**src/limit_switch_params.svh**
```systemverilog
// register offsets, field positions, reset values and timing counts for the limit switch fault handler
`ifndef LIMIT_SWITCH_PARAMS_SVH
`define LIMIT_SWITCH_PARAMS_SVH

`define SWITCH_IRQ_STATUS_ADDR   8'h1d
`define LIMIT_SWITCH_CTRL_ADDR   8'hc7
`define SUPPLY_FAULT_CFG_ADDR    8'hd7
`define SWITCH_IRQ_MASK_ADDR     8'h5d
`define OC_EVENT_BIT             15
`define OC_MASK_BIT              15
`define FAULT_OUT_MASK_BIT       15
`define RESP_HI_BIT              15
`define RESP_LO_BIT              14
`define LIMIT_SWITCH_CTRL_RESET  16'h0003
`define SUPPLY_FAULT_CFG_RESET   16'h0000
`define SWITCH_IRQ_MASK_RESET    16'h0000
`define PERSIST_CYCLES_DEFAULT   16
`define PERSIST_CNT_W            16

`endif

```
**src/limit_switch_pkg.sv**
```systemverilog
// types shared by the limit switch fault handler
package limit_switch_pkg;
	typedef enum logic [1:0] {
		RESP_IGNORE   = 2'h0,
		RESP_DISABLE  = 2'h1,
		RESP_SHUTDOWN = 2'h2,
		RESP_SHUTDN2  = 2'h3
	} oc_response_e;

	typedef enum logic [2:0] {
		ST_IDLE    = 3'h1,
		ST_FILTER  = 3'h2,
		ST_QUALIFY = 3'h4
	} filter_state_e;
endpackage : limit_switch_pkg

```
**src/limit_switch_fault_handler.sv**
```systemverilog
// limit switch over-current fault handling, event flag and supply-fault output
`timescale 1ns/1ps
`default_nettype none
`include "limit_switch_params.svh"

// Functional notes
// - Over-current is reported only after the raw condition persists.
// - Response field bits 15:14: 00 ignores, 01 disables the switch.
// - Response codes 10 and 11 request a full system shutdown.
// - Own first-level group holding the single switch over-current event.
// - Event flag bit 15 sets on the rising edge of qualified over-current.
// - Event flag clears automatically when software reads it.
// - Mask bit 15 set keeps the event from raising the group interrupt.
// - Supply-fault pin goes low on any regulator or converter fault, and on an unmasked switch fault.
// - Mask bit 15 clear lets switch over-current pull the supply-fault pin low.
// - Mask bit 15 set excludes switch faults; reset value is zero.
module limit_switch_fault_handler
	import limit_switch_pkg::*;
#(
	parameter logic [`PERSIST_CNT_W-1:0] PERSIST_CYCLES = `PERSIST_CNT_W'(`PERSIST_CYCLES_DEFAULT)
) (
	input  wire logic        CLK,                   // system clock, 100 MHz
	input  wire logic        RESET_N,               // async reset, active low
	input  wire logic        REG_WR,                // register write strobe
	input  wire logic        REG_RD,                // register read strobe
	input  wire logic [7:0]  REG_ADDR,              // register address
	input  wire logic [15:0] REG_WDATA,             // register write data
	output logic      [15:0] REG_RDATA,             // registered read data
	input  wire logic        SWITCH_OC_RAW,         // raw over-current from the switch
	input  wire logic        OTHER_SUPPLY_FAULT,    // regulator or converter fault
	input  wire logic        FAULT_PIN_SELECT,      // pin configured as supply-fault output
	output logic             SWITCH_DISABLE,        // force the limit switch off
	output logic             SHUTDOWN_REQ,          // system shutdown request
	output logic             OVERCURRENT_GROUP_IRQ, // first-level group interrupt
	output logic             SUPPLY_FAULT_N,        // supply-fault pin level, low on fault
	output logic             SUPPLY_FAULT_OE        // supply-fault pin drive enable
);
	logic [15:0]  limit_switch_control;
	logic [15:0]  supply_fault_output_config;
	logic [15:0]  switch_irq_mask;
	logic         oc_qualified;
	logic         switch_overcurrent_event;
	logic         status_read;
	oc_response_e overcurrent_response_select;

	assign overcurrent_response_select =
		oc_response_e'(limit_switch_control[`RESP_HI_BIT:`RESP_LO_BIT]);
	assign status_read = REG_RD && (REG_ADDR == `SWITCH_IRQ_STATUS_ADDR);

	// persistence filter on the raw condition
	oc_persist_filter #(
		.PERSIST_CYCLES(PERSIST_CYCLES)
	) u_filter (
		.clk       (CLK),
		.reset_n   (RESET_N),
		.raw_oc    (SWITCH_OC_RAW),
		.qualified (oc_qualified)
	);

	// the single second-level event of the group
	oc_event_flag u_event (
		.clk        (CLK),
		.reset_n    (RESET_N),
		.level      (oc_qualified),
		.read_clear (status_read),
		.flag       (switch_overcurrent_event)
	);

	// control register writes
	always_ff @(posedge CLK or negedge RESET_N) begin
		if (!RESET_N) begin
			limit_switch_control <= `LIMIT_SWITCH_CTRL_RESET;
		end else if (REG_WR && REG_ADDR == `LIMIT_SWITCH_CTRL_ADDR) begin
			limit_switch_control <= REG_WDATA;
		end
	end

	// supply-fault configuration writes
	always_ff @(posedge CLK or negedge RESET_N) begin
		if (!RESET_N) begin
			supply_fault_output_config <= `SUPPLY_FAULT_CFG_RESET;
		end else if (REG_WR && REG_ADDR == `SUPPLY_FAULT_CFG_ADDR) begin
			supply_fault_output_config <= REG_WDATA;
		end
	end

	// interrupt mask writes
	always_ff @(posedge CLK or negedge RESET_N) begin
		if (!RESET_N) begin
			switch_irq_mask <= `SWITCH_IRQ_MASK_RESET;
		end else if (REG_WR && REG_ADDR == `SWITCH_IRQ_MASK_ADDR) begin
			switch_irq_mask <= REG_WDATA;
		end
	end

	// registered read data, unmapped reads zero
	always_ff @(posedge CLK or negedge RESET_N) begin
		if (!RESET_N) begin
			REG_RDATA <= 16'h0000;
		end else if (REG_RD) begin
			if (REG_ADDR == `SWITCH_IRQ_STATUS_ADDR) begin
				REG_RDATA <= 16'h0000;
				REG_RDATA[`OC_EVENT_BIT] <= switch_overcurrent_event;
			end else if (REG_ADDR == `LIMIT_SWITCH_CTRL_ADDR) begin
				REG_RDATA <= limit_switch_control;
			end else if (REG_ADDR == `SUPPLY_FAULT_CFG_ADDR) begin
				REG_RDATA <= supply_fault_output_config;
			end else if (REG_ADDR == `SWITCH_IRQ_MASK_ADDR) begin
				REG_RDATA <= switch_irq_mask;
			end else begin
				REG_RDATA <= 16'h0000;
			end
		end
	end

	// fault response selection
	always_ff @(posedge CLK or negedge RESET_N) begin
		if (!RESET_N) begin
			SWITCH_DISABLE <= 1'b0;
			SHUTDOWN_REQ   <= 1'b0;
		end else begin
			case (overcurrent_response_select)
				RESP_IGNORE: begin
					SWITCH_DISABLE <= 1'b0;
					SHUTDOWN_REQ   <= 1'b0;
				end
				RESP_DISABLE: begin
					SWITCH_DISABLE <= oc_qualified;
					SHUTDOWN_REQ   <= 1'b0;
				end
				default: begin
					SWITCH_DISABLE <= 1'b0;
					SHUTDOWN_REQ   <= oc_qualified;
				end
			endcase
		end
	end

	// group interrupt gated by the mask
	always_ff @(posedge CLK or negedge RESET_N) begin
		if (!RESET_N) begin
			OVERCURRENT_GROUP_IRQ <= 1'b0;
		end else begin
			OVERCURRENT_GROUP_IRQ <= switch_overcurrent_event && !switch_irq_mask[`OC_MASK_BIT];
		end
	end

	// supply-fault pin, driven while selected
	always_ff @(posedge CLK or negedge RESET_N) begin
		if (!RESET_N) begin
			SUPPLY_FAULT_N  <= 1'b1;
			SUPPLY_FAULT_OE <= 1'b0;
		end else begin
			SUPPLY_FAULT_OE <= FAULT_PIN_SELECT;
			SUPPLY_FAULT_N  <= !(OTHER_SUPPLY_FAULT
				|| (oc_qualified && !supply_fault_output_config[`FAULT_OUT_MASK_BIT]));
		end
	end
endmodule : limit_switch_fault_handler
`default_nettype wire

```
**src/oc_event_flag.sv**
```systemverilog
// rising-edge event flag with clear on read
`timescale 1ns/1ps
`default_nettype none
module oc_event_flag (
	input  wire logic clk,        // system clock
	input  wire logic reset_n,    // async reset, active low
	input  wire logic level,      // qualified condition level
	input  wire logic read_clear, // status read strobe
	output logic      flag        // sticky event flag
);
	logic level_d;

	// previous level for edge detection
	always_ff @(posedge clk or negedge reset_n) begin
		if (!reset_n) begin
			level_d <= 1'b0;
		end else begin
			level_d <= level;
		end
	end

	// set on edge wins over the clear on read
	always_ff @(posedge clk or negedge reset_n) begin
		if (!reset_n) begin
			flag <= 1'b0;
		end else if (level && !level_d) begin
			flag <= 1'b1;
		end else if (read_clear) begin
			flag <= 1'b0;
		end
	end
endmodule : oc_event_flag
`default_nettype wire

```
**src/oc_persist_filter.sv**
```systemverilog
// persistence filter that qualifies the raw over-current level
`timescale 1ns/1ps
`default_nettype none
`include "limit_switch_params.svh"
module oc_persist_filter
	import limit_switch_pkg::*;
#(
	parameter logic [`PERSIST_CNT_W-1:0] PERSIST_CYCLES = `PERSIST_CNT_W'(`PERSIST_CYCLES_DEFAULT)
) (
	input  wire logic clk,        // system clock
	input  wire logic reset_n,    // async reset, active low
	input  wire logic raw_oc,     // raw over-current comparator level
	output logic      qualified   // condition persisted
);
	filter_state_e            state;
	logic [`PERSIST_CNT_W-1:0] count;

	// consecutive-cycle count; any drop restarts it
	always_ff @(posedge clk or negedge reset_n) begin
		if (!reset_n) begin
			state <= ST_IDLE;
			count <= '0;
		end else begin
			case (state)
				ST_IDLE: begin
					count <= '0;
					if (raw_oc) begin
						state <= ST_FILTER;
						count <= `PERSIST_CNT_W'(1);
					end
				end
				ST_FILTER: begin
					if (!raw_oc) begin
						state <= ST_IDLE;
					end else if (count >= PERSIST_CYCLES - `PERSIST_CNT_W'(1)) begin
						state <= ST_QUALIFY;
					end else begin
						count <= count + `PERSIST_CNT_W'(1);
					end
				end
				ST_QUALIFY: begin
					if (!raw_oc) begin
						state <= ST_IDLE;
					end
				end
				default: state <= ST_IDLE;
			endcase
		end
	end

	assign qualified = (state == ST_QUALIFY);
endmodule : oc_persist_filter
`default_nettype wire
```
**config.mk**
```make
export PLATFORM = sky130hd
export DESIGN_NAME = limit_switch_fault_handler
export DESIGN_NICKNAME = d
export VERILOG_FILES = /design/src/limit_switch_pkg.sv /design/src/limit_switch_fault_handler.sv /design/src/oc_event_flag.sv /design/src/oc_persist_filter.sv
export VERILOG_INCLUDE_DIRS = /design/src /design/src/src
export SDC_FILE = /design/constraint.sdc
export NUM_CORES = 1
export LEC_CHECK = 0
export ABC_AREA = 1
export CAP_MARGIN = 20
export CORE_MARGIN = 2
export CORE_UTILIZATION = 57
export DETAILED_ROUTE_END_ITERATION = 10
export DONT_BUFFER_PORTS = 1
export HOLD_SLACK_MARGIN = 0.06
export PLACE_DENSITY = 0.81
export SYNTH_ARGS = -nofsm -noshare
export SYNTH_HDL_FRONTEND = slang
export SYNTH_HIERARCHICAL = 1
export SYNTH_SLANG_ARGS = --single-unit
```
**constraint.sdc**
```tcl
create_clock -name CLK -period 2.4 [get_ports CLK]
set_input_delay 0.24 -clock CLK [delete_from_list [all_inputs] [get_ports CLK]]
set_output_delay 0.24 -clock CLK [all_outputs]
set_load 0.005 [all_outputs]
```
* Word-level counts from Yosys, hierarchy flattened *
Index checks and enable logic that the tools add are counted.
W data, S select, Z words.

storage, ports and cells
  bits in registers = 90
  output and inout bits = 21

operators by class
  $add $sub $neg = 1
  magnitude comparators = 1
  eq/ne operators = 13
  multiplexer cells = 17
  reduce and logical (&&, ||, !) cells = 18

operators with widths
  operator                 count
  $mux W16                 6
  $pmux W16 S2             1
  $add A16 B1 Y16 const B  1
  $eq A8 B8 Y1 const B     2
  $ge A16 B4 Y1 const B    1
  $mux W3                  4
  $pmux W3 S3              1
  $eq A8 B5 Y1 const B     1
  $eq A8 B7 Y1 const B     1
  $ne A2 B2 Y1 const B     4
  $logic_and A1 B1 Y1      7
  $reduce_and A3 Y1        2
  $mux W1                  5
  $logic_not A1 Y1         4
  $reduce_bool A2 Y1       2
  $eq A3 B1 Y1 const B     1
  $eq A3 B2 Y1 const B     1
  $eq A3 B3 Y1 const B     1
  $ne A3 B2 Y1 const B     1
  $eq A2 B1 Y1 const B     1
  $logic_not A2 Y1         1
  $reduce_or A2 Y1         1
  $logic_or A1 B1 Y1       1

* Logic depth before layout (Yosys ltp) *
Gate-level depths: netlist of the first run.

  depth after elaboration = 5
  mapped depth = 10

* Cells and area by module *
The synthesis of the first run kept the hierarchy.

modules (own cells, without submodules)
  module                      instances  cells an instance  area each (µm²)  sequential area each (µm²)
  limit_switch_fault_handler  1          352                3174.3           1730.4
  oc_persist_filter           1          93                 865.8            476.7
  oc_event_flag               1          7                  68.8             50.0

* Worst setup path after synthesis of the first run *
No wires, ideal clock.

  path type = register to register
  from = reg u_filter.count[0]
  to = reg u_filter.count[2]
  library setup time = 0.065 ns
  arrival time = 1.290 ns
  path slack = 1.045 ns
  cell stages (with the launch flop) = 10
  cell sequence = dfrtp_1 > ha_1 > nand2_1 > nor2_1 > nor2_1 > nand2_1 > nand2_2 > buf_4 > nand3_1 > nand2_1

between the ends
  cells in the longest elaborated chain, start to end = 4
  elaborated cells between the ends (all ways) = 7
  classes of those cells = 1 x add/sub; 1 x order compare; 1 x eq/ne; 3 x mux; 1 x reduce/logical

RTL lines
  item                    RTL line                 source
  from (decl)             oc_persist_filter.sv:16  logic [`PERSIST_CNT_W-1:0] count;
  from (signal assigned)  oc_persist_filter.sv:29  count <= `PERSIST_CNT_W'(1);
  from (signal assigned)  oc_persist_filter.sv:38  count <= count + `PERSIST_CNT_W'(1);
  $add A16 B1 Y16         oc_persist_filter.sv:38
  $mux W16                oc_persist_filter.sv:35  end else if (count >= PERSIST_CYCLES - `PERSIST_CNT_W'(1)) begin
  $mux W16                oc_persist_filter.sv:33  if (!raw_oc) begin
  $pmux W16 S2            oc_persist_filter.sv:24  case (state)

Parallel ways exist; a longest one is shown, timed or not. The select of a mux whose other input is x is not followed.
A chain may end at the register's enable or synchronous reset.

* Worst setup path after layout of the first run *
  from = reg u_filter.state[0]
  to = reg u_filter.count[2]

between the ends
  cells in the longest elaborated chain, start to end = 3
  elaborated cells between the ends (all ways) = 7
  classes of those cells = 4 x eq/ne; 1 x mux; 2 x reduce/logical

RTL lines
  item                                                                 RTL line                 source
  from (decl)                                                          oc_persist_filter.sv:15  filter_state_e state;
  from (signal assigned)                                               oc_persist_filter.sv:21  state <= ST_IDLE;
  from (signal assigned)                                               oc_persist_filter.sv:28  state <= ST_FILTER;
  from (signal assigned)                                               oc_persist_filter.sv:34  state <= ST_IDLE;
  $eq A3 B2 Y1 / $eq A3 B1 Y1 (equally long branches)                  oc_persist_filter.sv:24
  $ne A2 B2 Y1 (no line) / $reduce_bool A2 Y1 (equally long branches)  -
  $reduce_and A3 Y1 (no line)                                          -

Parallel ways exist; a longest one is shown, timed or not.

==> flow_metrics.py, run 1 <==
metrics = {
    "synth": {
        "async_reset_ff_frac": 1.00,
        "synth_most_common_cell": "nand2_1",
        "netlist_area_sq_mm": 0.00411,
        "synth_nets": 484,
        "ys_seq_area_frac": 0.549,
        "synthDominantCellAreaShare": 0.524,
        "syn_inst": 452,
        "ys_warn_count": 6,
        "synth_cell_types": 32,
        "synthTopCellsByArea": "dfrtp_1 52%, nand2_1 12%, nand3_1 6.8%",
        "ys_ff_latch": 90,
        "synth_top_area_cell": "dfrtp_1",
        "synth_edf_count": 0,
        "synthTopCellsByCount": "127 x nand2_1, 86 x dfrtp_1, 56 x nand3_1",
        "syn_avg_cell_area_sq_um": 9.09,
        "synth-main-ff-cell": "dfrtp_1",
    },
    "sta": {
        "max_freq_mhz": 599,
        "clock_skew_ps": 14.0,
        "setup-violations-final": 0,
        "drv_slew": 0,
        "hold_violations": 0,
        "min_period_ps": 1670,
        "tns_ps": 0,
        "rsz0062_at_grt": "no",
        "min_period_over_period": 0.695,
        "tightest_slew_ps": 662,
        "slew_headroom": 0.557,
    },
    "drt": {
        "post_drt_wl_per_cell_um": 15.2,
        "antenna_left": 0,
        "vias": 3030,
        "drc": 0,
        "wirelength_um": 8400,
        "drt_iter0_drc": 279,
        "dr.pass1.iters": 5,
        "vias_per_cell": 5.48,
    },
    "floorplanning": {
        "die_y_um": 88.9,
        "fp-row-count": 30,
        "ios": 52,
        "die_w_um": 88.9,
        "dieArea_sq_mm": 0.00790,
        "start_util": 0.598,
        "core_region_area_sq_mm": 0.00687,
    },
    "setup_path": {
        "worst_setup_path_start_kind": "flop",
        "critPathKind": "flop to flop",
        "cpPeakStageDelay_ps": 540,
        "path_max_fanout": 17,
        "cp_num_buf_inv": 2,
        "path_cells": "inv_2 > nor3_1 > inv_2 > o21ai_4 > nand2_1 > nand2_1 > nand2_1",
        "critPathArrivalTime_ps": 1920,
        "crit_slowest_cell": "dfstp_2",
        "path_delay_family": "simple AND/OR/NAND/NOR gates",
        "cp-end-kind": "flop",
        "cp.required_ps": 2650,
        "crit_top_cell": "nand2_1",
    },
    "layout": {
        "fillers": 570,
        "multi_input_area_sq_mm": 0.00157,
        "drive_gt1_frac": 0.177,
        "area_growth_pct": 7.73,
        "nNetsFinal": 484,
        "ff_latch_area_sq_mm": 0.00226,
        "diodes": 0,
    },
    "global_routing": {
        "antenna_found_initial": 0,
        "grt_max_degree": 91,
        "grt_usage": 0.234,
        "gr-total-overflow": 0,
        "grt_pass1_wl_um": 13900,
        "grt_pass1_vias": 2985,
    },
    "cts": {
        "ctsResizeCount": 0,
        "clockBufferDepth": 2,
        "cts.clk_slew.worst_paths_ps": 90,
        "htreeDepth": 3,
        "cts_tree": "built",
        "cts.sinks": 90,
        "cts_setup_buffers": 0,
        "cts-root-buf": "clkbuf_8",
        "cts_made_buffers": 9,
        "clk_latency_ps": 360,
    },
    "outcome": {
        "status": "finished clean",
    },
    "pwr": {
        "irDropWorstVdd_mv": 0.536,
        "power_density_mw_per_mm2": 727,
        "power.leakage_nw": 2.22,
        "p_total_mw": 3.22,
    },
    "placement": {
        "dp.final_hpwl_um": 5230,
        "io_buffers": 0,
        "place_congestion": 0.805,
    },
    "min_path": {
        "min_path_type": "primary input to flop",
    },
    "run": {
        "maxCapViolCount": 0,
    },
}
==> cells in the final DEF, fill, tap and decap left out, types with 5 or more instances in the layout <==
master         netlist  final
nand2_1            127    127
dfrtp_1             86     86
nand3_1             56     56
inv_1               32     32
o21ai_2             24     24
o21ai_1             24     24
nor2_1              20     20
nand2_2             20     20
clkbuf_8             0      9
a21boi_0             7      7
a21boi_1             6      6
o21ai_0              5      5
dlygate4sd3_1        0      5
==> metrics by stage <==
stage,hold WS [ps],setup slack [ps],cell area [sq um],std cells,util
2_1_floorplan,-55.6,1050,4110,452,-
3_3_place_gp,-53.8,613,4100,531,0.597
3_5_place_dp,-53.9,533,4100,531,0.597
4_1_cts,62.9,724,4430,553,0.644
5_1_grt,73.9,564,4430,553,0.644
6_report,76.2,731,4430,553,0.644
==> layout make-up <==
cell class,count,area share
clock inverter,7,0.0280
timing repair buffer,8,0.0209
multi-input combinational,305,0.354
sequential,90,0.510
tap,96,0.0271
clock buffer,9,0.0280
inverter,38,0.0322
==> cells by family after synthesis <==
logic type                 count (synthesis)  synth area share
buffers and inverters                     57            0.0694
and+or+nand+nor                          236             0.262
adders and majority gates                  1           0.00304
DFF                                       90             0.549
AOI/OAI and AO/OA                         68             0.116
==> timing repair <==
action	in CTS	in global routing
setup endpoints to repair	0	0
hold buffers	6	0
hold endpoints to repair	107	0
==> power by group <==
group,internal [mW],switching [mW],total [mW]
sequential,1.59,0.0510,1.64
combinational,0.0946,0.232,0.326
clock,0.700,0.549,1.25
total,2.39,0.832,3.22
==> path summary, 6_finish.rpt <==
kind                                                        to                     from  depth (start not counted)  slack [ps]
worst max-delay path                         u_filter/count[2]        u_filter/state[0]                          7         730
worst min-delay path            supply_fault_output_config[13]            REG_WDATA[13]                          2          80
worst max register to register               u_filter/count[2]        u_filter/state[0]                          7         730
worst min register to register         limit_switch_control[0]  limit_switch_control[0]                          2         480
max in group asynchronous              limit_switch_control[0]                  RESET_N                          2        1580
min in group asynchronous              limit_switch_control[6]                  RESET_N                          2         470
==> registers in the layout, indices dropped and copies added, names as in the netlist <==
signal and flops:
OVERCURRENT_GROUP_IRQ 1, REG_RDATA 16, SHUTDOWN_REQ 1, SUPPLY_FAULT_N 1, SUPPLY_FAULT_OE 1, SWITCH_DISABLE 1
limit_switch_control 16, supply_fault_output_config 16, switch_irq_mask 16, u_event/flag 1, u_event/level_d 1, u_filter/count 16
u_filter/state 3
==> layer usage <==
metal  part of all wire  track usage  routed length [um]  vias to the layer above
li1                   -            -                   -                     1455
met1               0.45        0.313                3800                     1474
met5                  0            0                   0                        -
met4              0.016        0.103                 131                        0
met2               0.48        0.369                4040                       88
met3              0.051       0.0508                 432                       13
No activity file was read; power rests on OpenSTA's default activity.
==> run 2, diff against run 1 <==
ABC_AREA = 0   (was 1)
clock period = 1.62 ns   (was 2.4 ns; I/O delays follow)
==> run 2 against run 1 <==
Net effect:
- the run now ends with hold timing left
- count of clock-buffer cells in the layout grew 1
- highest routed layer unchanged
- critical path depth fell by 3
- largest power group unchanged
- core utilization is 3.2 points higher
- largest cell class unchanged
==> flow_metrics.py, run 2 <==
metrics = {
    "drt": {
        "drc": 0,
        "vias": 2544,
        "drt_iter0_drc": 194,
        "post_drt_wl_per_cell_um": 18.8,
        "wirelength_um": 8270,
        "vias_per_cell": 5.78,
        "dr.pass1.iters": 4,
        "antenna_left": 0,
    },
    "global_routing": {
        "antenna_found_initial": 0,
        "grt_usage": 0.225,
        "gr-total-overflow": 0,
        "grt_pass1_wl_um": 13400,
        "grt_pass1_vias": 2640,
        "grt_max_degree": 91,
    },
    "placement": {
        "place_congestion": 0.783,
        "io_buffers": 0,
        "placed_area_sq_mm": 0.00417,
        "dp.final_hpwl_um": 5350,
    },
    "synth": {
        "synth_cell_types": 50,
        "synth_top_area_cell": "dfrtp_1",
        "synth_most_common_cell": "dfrtp_1",
        "synthTopCellsByArea": "dfrtp_1 53%, mux2_2 7.8%, mux2_4 7.8%",
        "ys_seq_area_frac": 0.556,
        "synth_nets": 341,
        "async_reset_ff_frac": 1.00,
        "synth_xor_area_frac": 0,
        "netlist_area_sq_mm": 0.00406,
        "synth_simple_gate_area_frac": 0.144,
        "synthDominantCellAreaShare": 0.530,
        "synth-compound-area-share": 0.100,
        "ys_warn_count": 6,
        "synth_edf_count": 0,
        "muxShareOfSynthArea": 0.155,
        "syn_inst": 309,
        "syn_avg_cell_area_sq_um": 13.1,
        "synthTopCellsByCount": "86 x dfrtp_1, 28 x mux2_2, 23 x nor2_1",
        "ys_ff_latch": 90,
        "synth_top_family_by_area": "multiplexers",
        "synth-main-ff-cell": "dfrtp_1",
        "synthAdderAreaFrac": 0.00308,
    },
    "cts": {
        "cts_tree": "built",
        "clockBufferDepth": 2,
        "cts.sinks": 90,
        "htreeDepth": 3,
        "cts-root-buf": "clkbuf_8",
        "cts_hold_buf": 20,
        "cts.clk_slew.worst_paths_ps": 100,
        "clk_latency_ps": 350,
        "cts_made_buffers": 9,
    },
    "layout": {
        "drive_gt1_frac": 0.291,
        "mostFrequentLayoutCell": "dfrtp_1",
        "nNetsFinal": 371,
        "finish.instance_area_sq_mm": 0.00462,
        "diodes": 0,
        "area_growth_pct": 13.8,
        "final_cell_mix": "86 x dfrtp_1, 28 x mux2_2, 23 x nor2_1",
    },
    "min_path": {
        "min_path_type": "primary input to asynchronous set/reset pin",
    },
    "setup_path": {
        "critPathKind": "flop to flop",
        "crit_slowest_cell": "dfstp_2",
        "critPathArrivalTime_ps": 1820,
        "r2r_end": "u_filter/count[3]",
        "cp.required_ps": 1860,
        "critical_path.endpoint": "u_filter/count[3]",
        "cpPeakStageDelay_ps": 560,
        "path_delay_family": "flip-flops",
        "worst_setup_path_start_kind": "flop",
        "cp-end-kind": "flop",
        "r2r.worst_path.cells": 4,
        "cp_num_buf_inv": 0,
        "regToRegSetupSlack_ps": 30,
        "path_max_fanout": 5,
        "path_cells": "or2b_4 > a21oi_4 > o211ai_2 > mux2_4",
        "rr_startpoint": "u_filter/state[0]",
        "cp.depth": 4,
        "critical_path.startpoint": "u_filter/state[0]",
    },
    "floorplanning": {
        "die_w_um": 88.4,
        "die_y_um": 88.4,
        "ios": 52,
        "fp-row-count": 30,
        "dieArea_sq_mm": 0.00782,
        "start_util": 0.595,
        "core_region_area_sq_mm": 0.00683,
    },
    "pwr": {
        "power.leakage_nw": 2.24,
        "power_density_mw_per_mm2": 965,
        "irDropWorstVdd_mv": 0.557,
    },
    "sta": {
        "min_period_over_period": 0.979,
        "hold_violations": 90,
        "rsz0062_at_grt": "yes",
        "min_period_ps": 1590,
        "setup-violations-final": 0,
        "whs_ps": -506,
        "max_freq_mhz": 631,
        "tightest_slew_ps": 809,
        "drv_slew": 0,
        "clock_skew_ps": 10.7,
        "slew_headroom": 0.459,
    },
    "outcome": {
        "status": "complete, but fails checks",
        "violations": "hold timing",
    },
    "run": {
        "maxCapViolCount": 0,
    },
}
[run 2: per-stage QoR]
step	power [mW]	instances	worst slack, ps	util	TNS [ps]
finish	4.46	440	34.6	0.677	0
global route	4.62	440	-20.8	0.677	-20.8
CTS	4.45	437	10.6	0.672	0
detailed placement	2.68	401	19.5	0.610	0
floorplan	2.63	309	10.7	-	0
global placement	2.66	401	60.0	0.610	0
[run 2: cell families (layout without fill, tap and decap cells)]
family / Yosys count / in the layout
flip-flops: 90 / 90
adder cells (fa/ha/maj): 1 / 1
buffers and inverters: 32 / 67
multiplexers: 49 / 49
AND/OR/NAND/NOR: 89 / 89
AO/OA/AOI/OAI: 48 / 48
[run 2: layout make-up]
class	instances	area, sq um
repair buffers	33	310
multi-input cells	187	1640
clock inverters	6	87.6
inverters	18	67.6
clock buffers	10	138
fillers	494	2210
flip-flops and latches	90	2260
well taps	96	120
[run 2: per-layer routing]
layer	track usage	share of wire	up-vias
met1	0.306	0.44	1300
met3	0.0494	0.050	12
li1	-	-	1164
met4	0.0744	0.013	0
met5	0	0	-
met2	0.363	0.50	68
[run 2: report_power, final]
part	leakage [nW]	internal (mW)	total, mW	switching (mW)
Sequential	1.22	2.33	2.40	0.0611
Combinational	0.904	0.198	0.335	0.137
Clock	0.117	0.918	1.73	0.812
Total	2.24	3.45	4.46	1.01
[run 2: repair_timing]
item	in CTS	in global routing
endpoints found under the hold margin	161	90
resized for setup	0	5
setup endpoints to repair	0	3
buffers inserted	0	3
[run 2: worst min-delay path by stage]
stage	from	endpoint	cells past startpoint	slack, ps
after global routing	RESET_N	limit_switch_control[3]	0	-520
after CTS	RESET_N	limit_switch_control[3]	0	-510
after global placement	RESET_N	REG_RDATA[15]	0	-130
after floorplan	RESET_N	OVERCURRENT_GROUP_IRQ	0	-130
final	RESET_N	limit_switch_control[3]	0	-510
after detailed placement	RESET_N	REG_RDATA[3]	0	-130
==> run 3, diff against run 2 <==
CORE_UTILIZATION = 29   (was 57)
PLACE_DENSITY = 0.52   (was 0.81)
SYNTH_HIERARCHICAL = default   (was 1)
==> run 3 against run 2 <==
Net effect:
- critical path type unchanged
- synthesized cell count decreased by 0.32%
- sequential cell count unchanged
- global-route usage decreased by 10 points
- the flow still finishes with violations (hold timing)
- cell count increased by 18%
- highest routed layer unchanged
==> flow_metrics.py, run 3 <==
metrics = {
    "synth": {
        "synth_top_family_by_area": "multiplexers",
        "syn_avg_cell_area_sq_um": 13.1,
        "synth_cell_types": 43,
        "synthDominantCellAreaShare": 0.535,
        "synth-main-ff-cell": "dfrtp_1",
        "synthTopCellsByCount": "86 x dfrtp_1, 30 x mux2_2, 20 x mux2_4, 20 x o21ai_0, 18 x inv_1",
        "synth_edf_count": 0,
        "synth_most_common_cell": "dfrtp_1",
        "synth_simple_gate_area_frac": 0.123,
        "synthAdderAreaFrac": 0.00311,
        "synth_xor_area_frac": 0,
        "netlist_area_sq_mm": 0.00403,
        "syn_inst": 308,
        "ys_warn_count": 0,
        "ys_ff_latch": 90,
        "synthTopCellsByArea": "dfrtp_1 53%, mux2_2 8.4%, mux2_4 7.5%",
        "async_reset_ff_frac": 1.00,
        "synth_top_area_cell": "dfrtp_1",
        "synth-compound-area-share": 0.111,
        "muxShareOfSynthArea": 0.159,
        "ys_seq_area_frac": 0.561,
        "synth_nets": 340,
    },
    "layout": {
        "diodes": 0,
        "area_growth_pct": 19.7,
        "finish.instance_area_sq_mm": 0.00482,
        "drive_gt1_frac": 0.274,
        "mostFrequentLayoutCell": "dfrtp_1",
        "layout.cells.non_filler": 520,
        "final_cell_mix": "86 x dfrtp_1, 29 x mux2_2, 21 x mux2_4",
        "fillers": 1344,
        "ff_latch_area_sq_mm": 0.00226,
        "nNetsFinal": 367,
        "multi_input_area_sq_mm": 0.00164,
    },
    "pwr": {
        "power_density_mw_per_mm2": 1000,
        "power.leakage_nw": 2.26,
        "p_total_mw": 4.84,
        "irDropWorstVdd_mv": 0.472,
    },
    "floorplanning": {
        "die_w_um": 122,
        "dieArea_sq_mm": 0.0148,
        "core_region_area_sq_mm": 0.0137,
        "die_y_um": 122,
        "fp-row-count": 43,
        "ios": 52,
        "start_util": 0.293,
    },
    "setup_path": {
        "cp.required_ps": 1840,
        "cpPeakStageDelay_ps": 400,
        "critPathArrivalTime_ps": 1780,
        "path_cells": "nor4_4 > nand4_1 > a211oi_2 > mux2_4",
        "path_max_fanout": 2,
        "crit_slowest_cell": "dfrtp_1",
        "critPathKind": "flop to flop",
        "worst_setup_path_start_kind": "flop",
        "path_delay_family": "simple AND/OR/NAND/NOR gates",
        "cp-end-kind": "flop",
        "cp_num_buf_inv": 0,
    },
    "cts": {
        "clockBufferDepth": 2,
        "cts_hold_buf": 20,
        "cts.sinks": 90,
        "cts.clk_slew.worst_paths_ps": 60,
        "cts-root-buf": "clkbuf_16",
        "clk_latency_ps": 330,
        "cts_tree": "built",
        "htreeDepth": 3,
        "cts_made_buffers": 9,
    },
    "outcome": {
        "status": "complete, but fails checks",
        "violations": "hold timing",
    },
    "drt": {
        "vias": 2464,
        "dr.pass1.iters": 4,
        "drt_iter0_drc": 93,
        "post_drt_wl_per_cell_um": 16.9,
        "antenna_left": 0,
        "wirelength_um": 8810,
        "drc": 0,
        "vias_per_cell": 4.74,
    },
    "placement": {
        "place_inst": 483,
        "dp.final_hpwl_um": 5620,
        "io_buffers": 0,
        "place_congestion": 0.723,
        "placed_area_sq_mm": 0.00426,
    },
    "sta": {
        "min_period_ps": 1560,
        "max_freq_mhz": 639,
        "clock_skew_ps": 4.59,
        "drv_slew": 0,
        "tns_ps": 0,
        "tightest_slew_ps": 446,
        "rsz0062_at_grt": "yes",
        "whs_ps": -478,
        "setup-violations-final": 0,
        "hold_violations": 90,
        "min_period_over_period": 0.966,
        "slew_headroom": 0.701,
    },
    "global_routing": {
        "grt_pass1_vias": 2677,
        "grt_pass1_wl_um": 14300,
        "grt_usage": 0.125,
        "gr-total-overflow": 0,
        "grt_max_degree": 91,
        "antenna_found_initial": 0,
    },
    "min_path": {
        "min_path_type": "primary input to asynchronous set/reset pin",
    },
    "run": {
        "maxCapViolCount": 0,
    },
}
==> run 3: cell count changes after synthesis, sizes merged, moves of 11 or more <==
| cell | delta |
|---|---|
| and2b | -11 |
| a22o | +14 |
| o32ai | -15 |
| nor2 | -18 |
| o2111ai | +15 |
| o21ai | +15 |
| a22oi | -16 |
==> run 3: logic make-up (layout without fill, tap and decap cells) <==
| logic type | count (synthesis) | after routing |
|---|---|---|
| DFF | 90 | 90 |
| and+or+nand+nor | 70 | 70 |
| AOI/OAI and AO/OA | 62 | 62 |
| muxes | 50 | 50 |
| buffers and inverters | 35 | 67 |
| adders and majority gates | 1 | 1 |
==> run 3: worst register-to-register path: stages, from the launching register on <==
cell and delay [ps]:
dfrtp_1 400, nor4_4 290, nand4_1 170, a211oi_2 270
mux2_4 310
==> run 3: power by group <==
group,switching [mW],leakage (nW),internal (mW)
Clock,0.829,0.143,1.28
Combinational,0.148,0.896,0.186
Sequential,0.0573,1.22,2.34
Total,1.03,2.26,3.81
==> run 3: layout make-up <==
type / instances / share of cell area
flip-flops and latches: 90 / 0.468
clock buffers: 14 / 0.0548
well taps: 180 / 0.0467
clock inverters: 2 / 0.00779
inverters: 18 / 0.0140
repair buffers: 33 / 0.0691
multi-input cells: 183 / 0.339
==> run 3: final timing paths <==
path / from / to / slack, ps / depth (start not counted)
min in group CLK: REG_ADDR[6] / REG_RDATA[15] / 70 / 2
max in group asynchronous: RESET_N / SUPPLY_FAULT_N / 1880 / 0
worst min-delay path: RESET_N / u_filter.count[15] / -480 / 0
worst max register to register: u_filter.count[4] / u_filter.count[3] / 60 / 4
worst max-delay path: u_filter.count[4] / u_filter.count[3] / 60 / 4
worst min register to register: u_event.level_d / u_event.flag / 440 / 1
==> run 3: layer usage <==
layer / part of all wire / up-vias / global-route usage
met5: 0 / - / 0
met4: 0.016 / 0 / 0.0438
met3: 0.043 / 9 / 0.0346
met2: 0.48 / 39 / 0.197
met1: 0.46 / 1249 / 0.166
li1: - / 1167 / -
==> run 3: what timing repair did <==
| action | in CTS | in global routing |
|---|---|---|
| endpoints found under the hold margin | 159 | 90 |
| setup endpoints to repair | 1 | 6 |
| resized for setup | 2 | 5 |
| pin swaps | 0 | 4 |
| setup buffers | 0 | 1 |
==> run 3: metrics by stage <==
step / worst slack (ps) / hold WS (ps) / util
final: 55.8 / -478 / 0.351
after global routing: -55.0 / -498 / 0.351
after CTS: 13.7 / -489 / 0.349
after detailed placement: -11.8 / -130 / 0.310
after global placement: -1.17 / -130 / 0.310
after floorplan: 39.6 / -134 / -
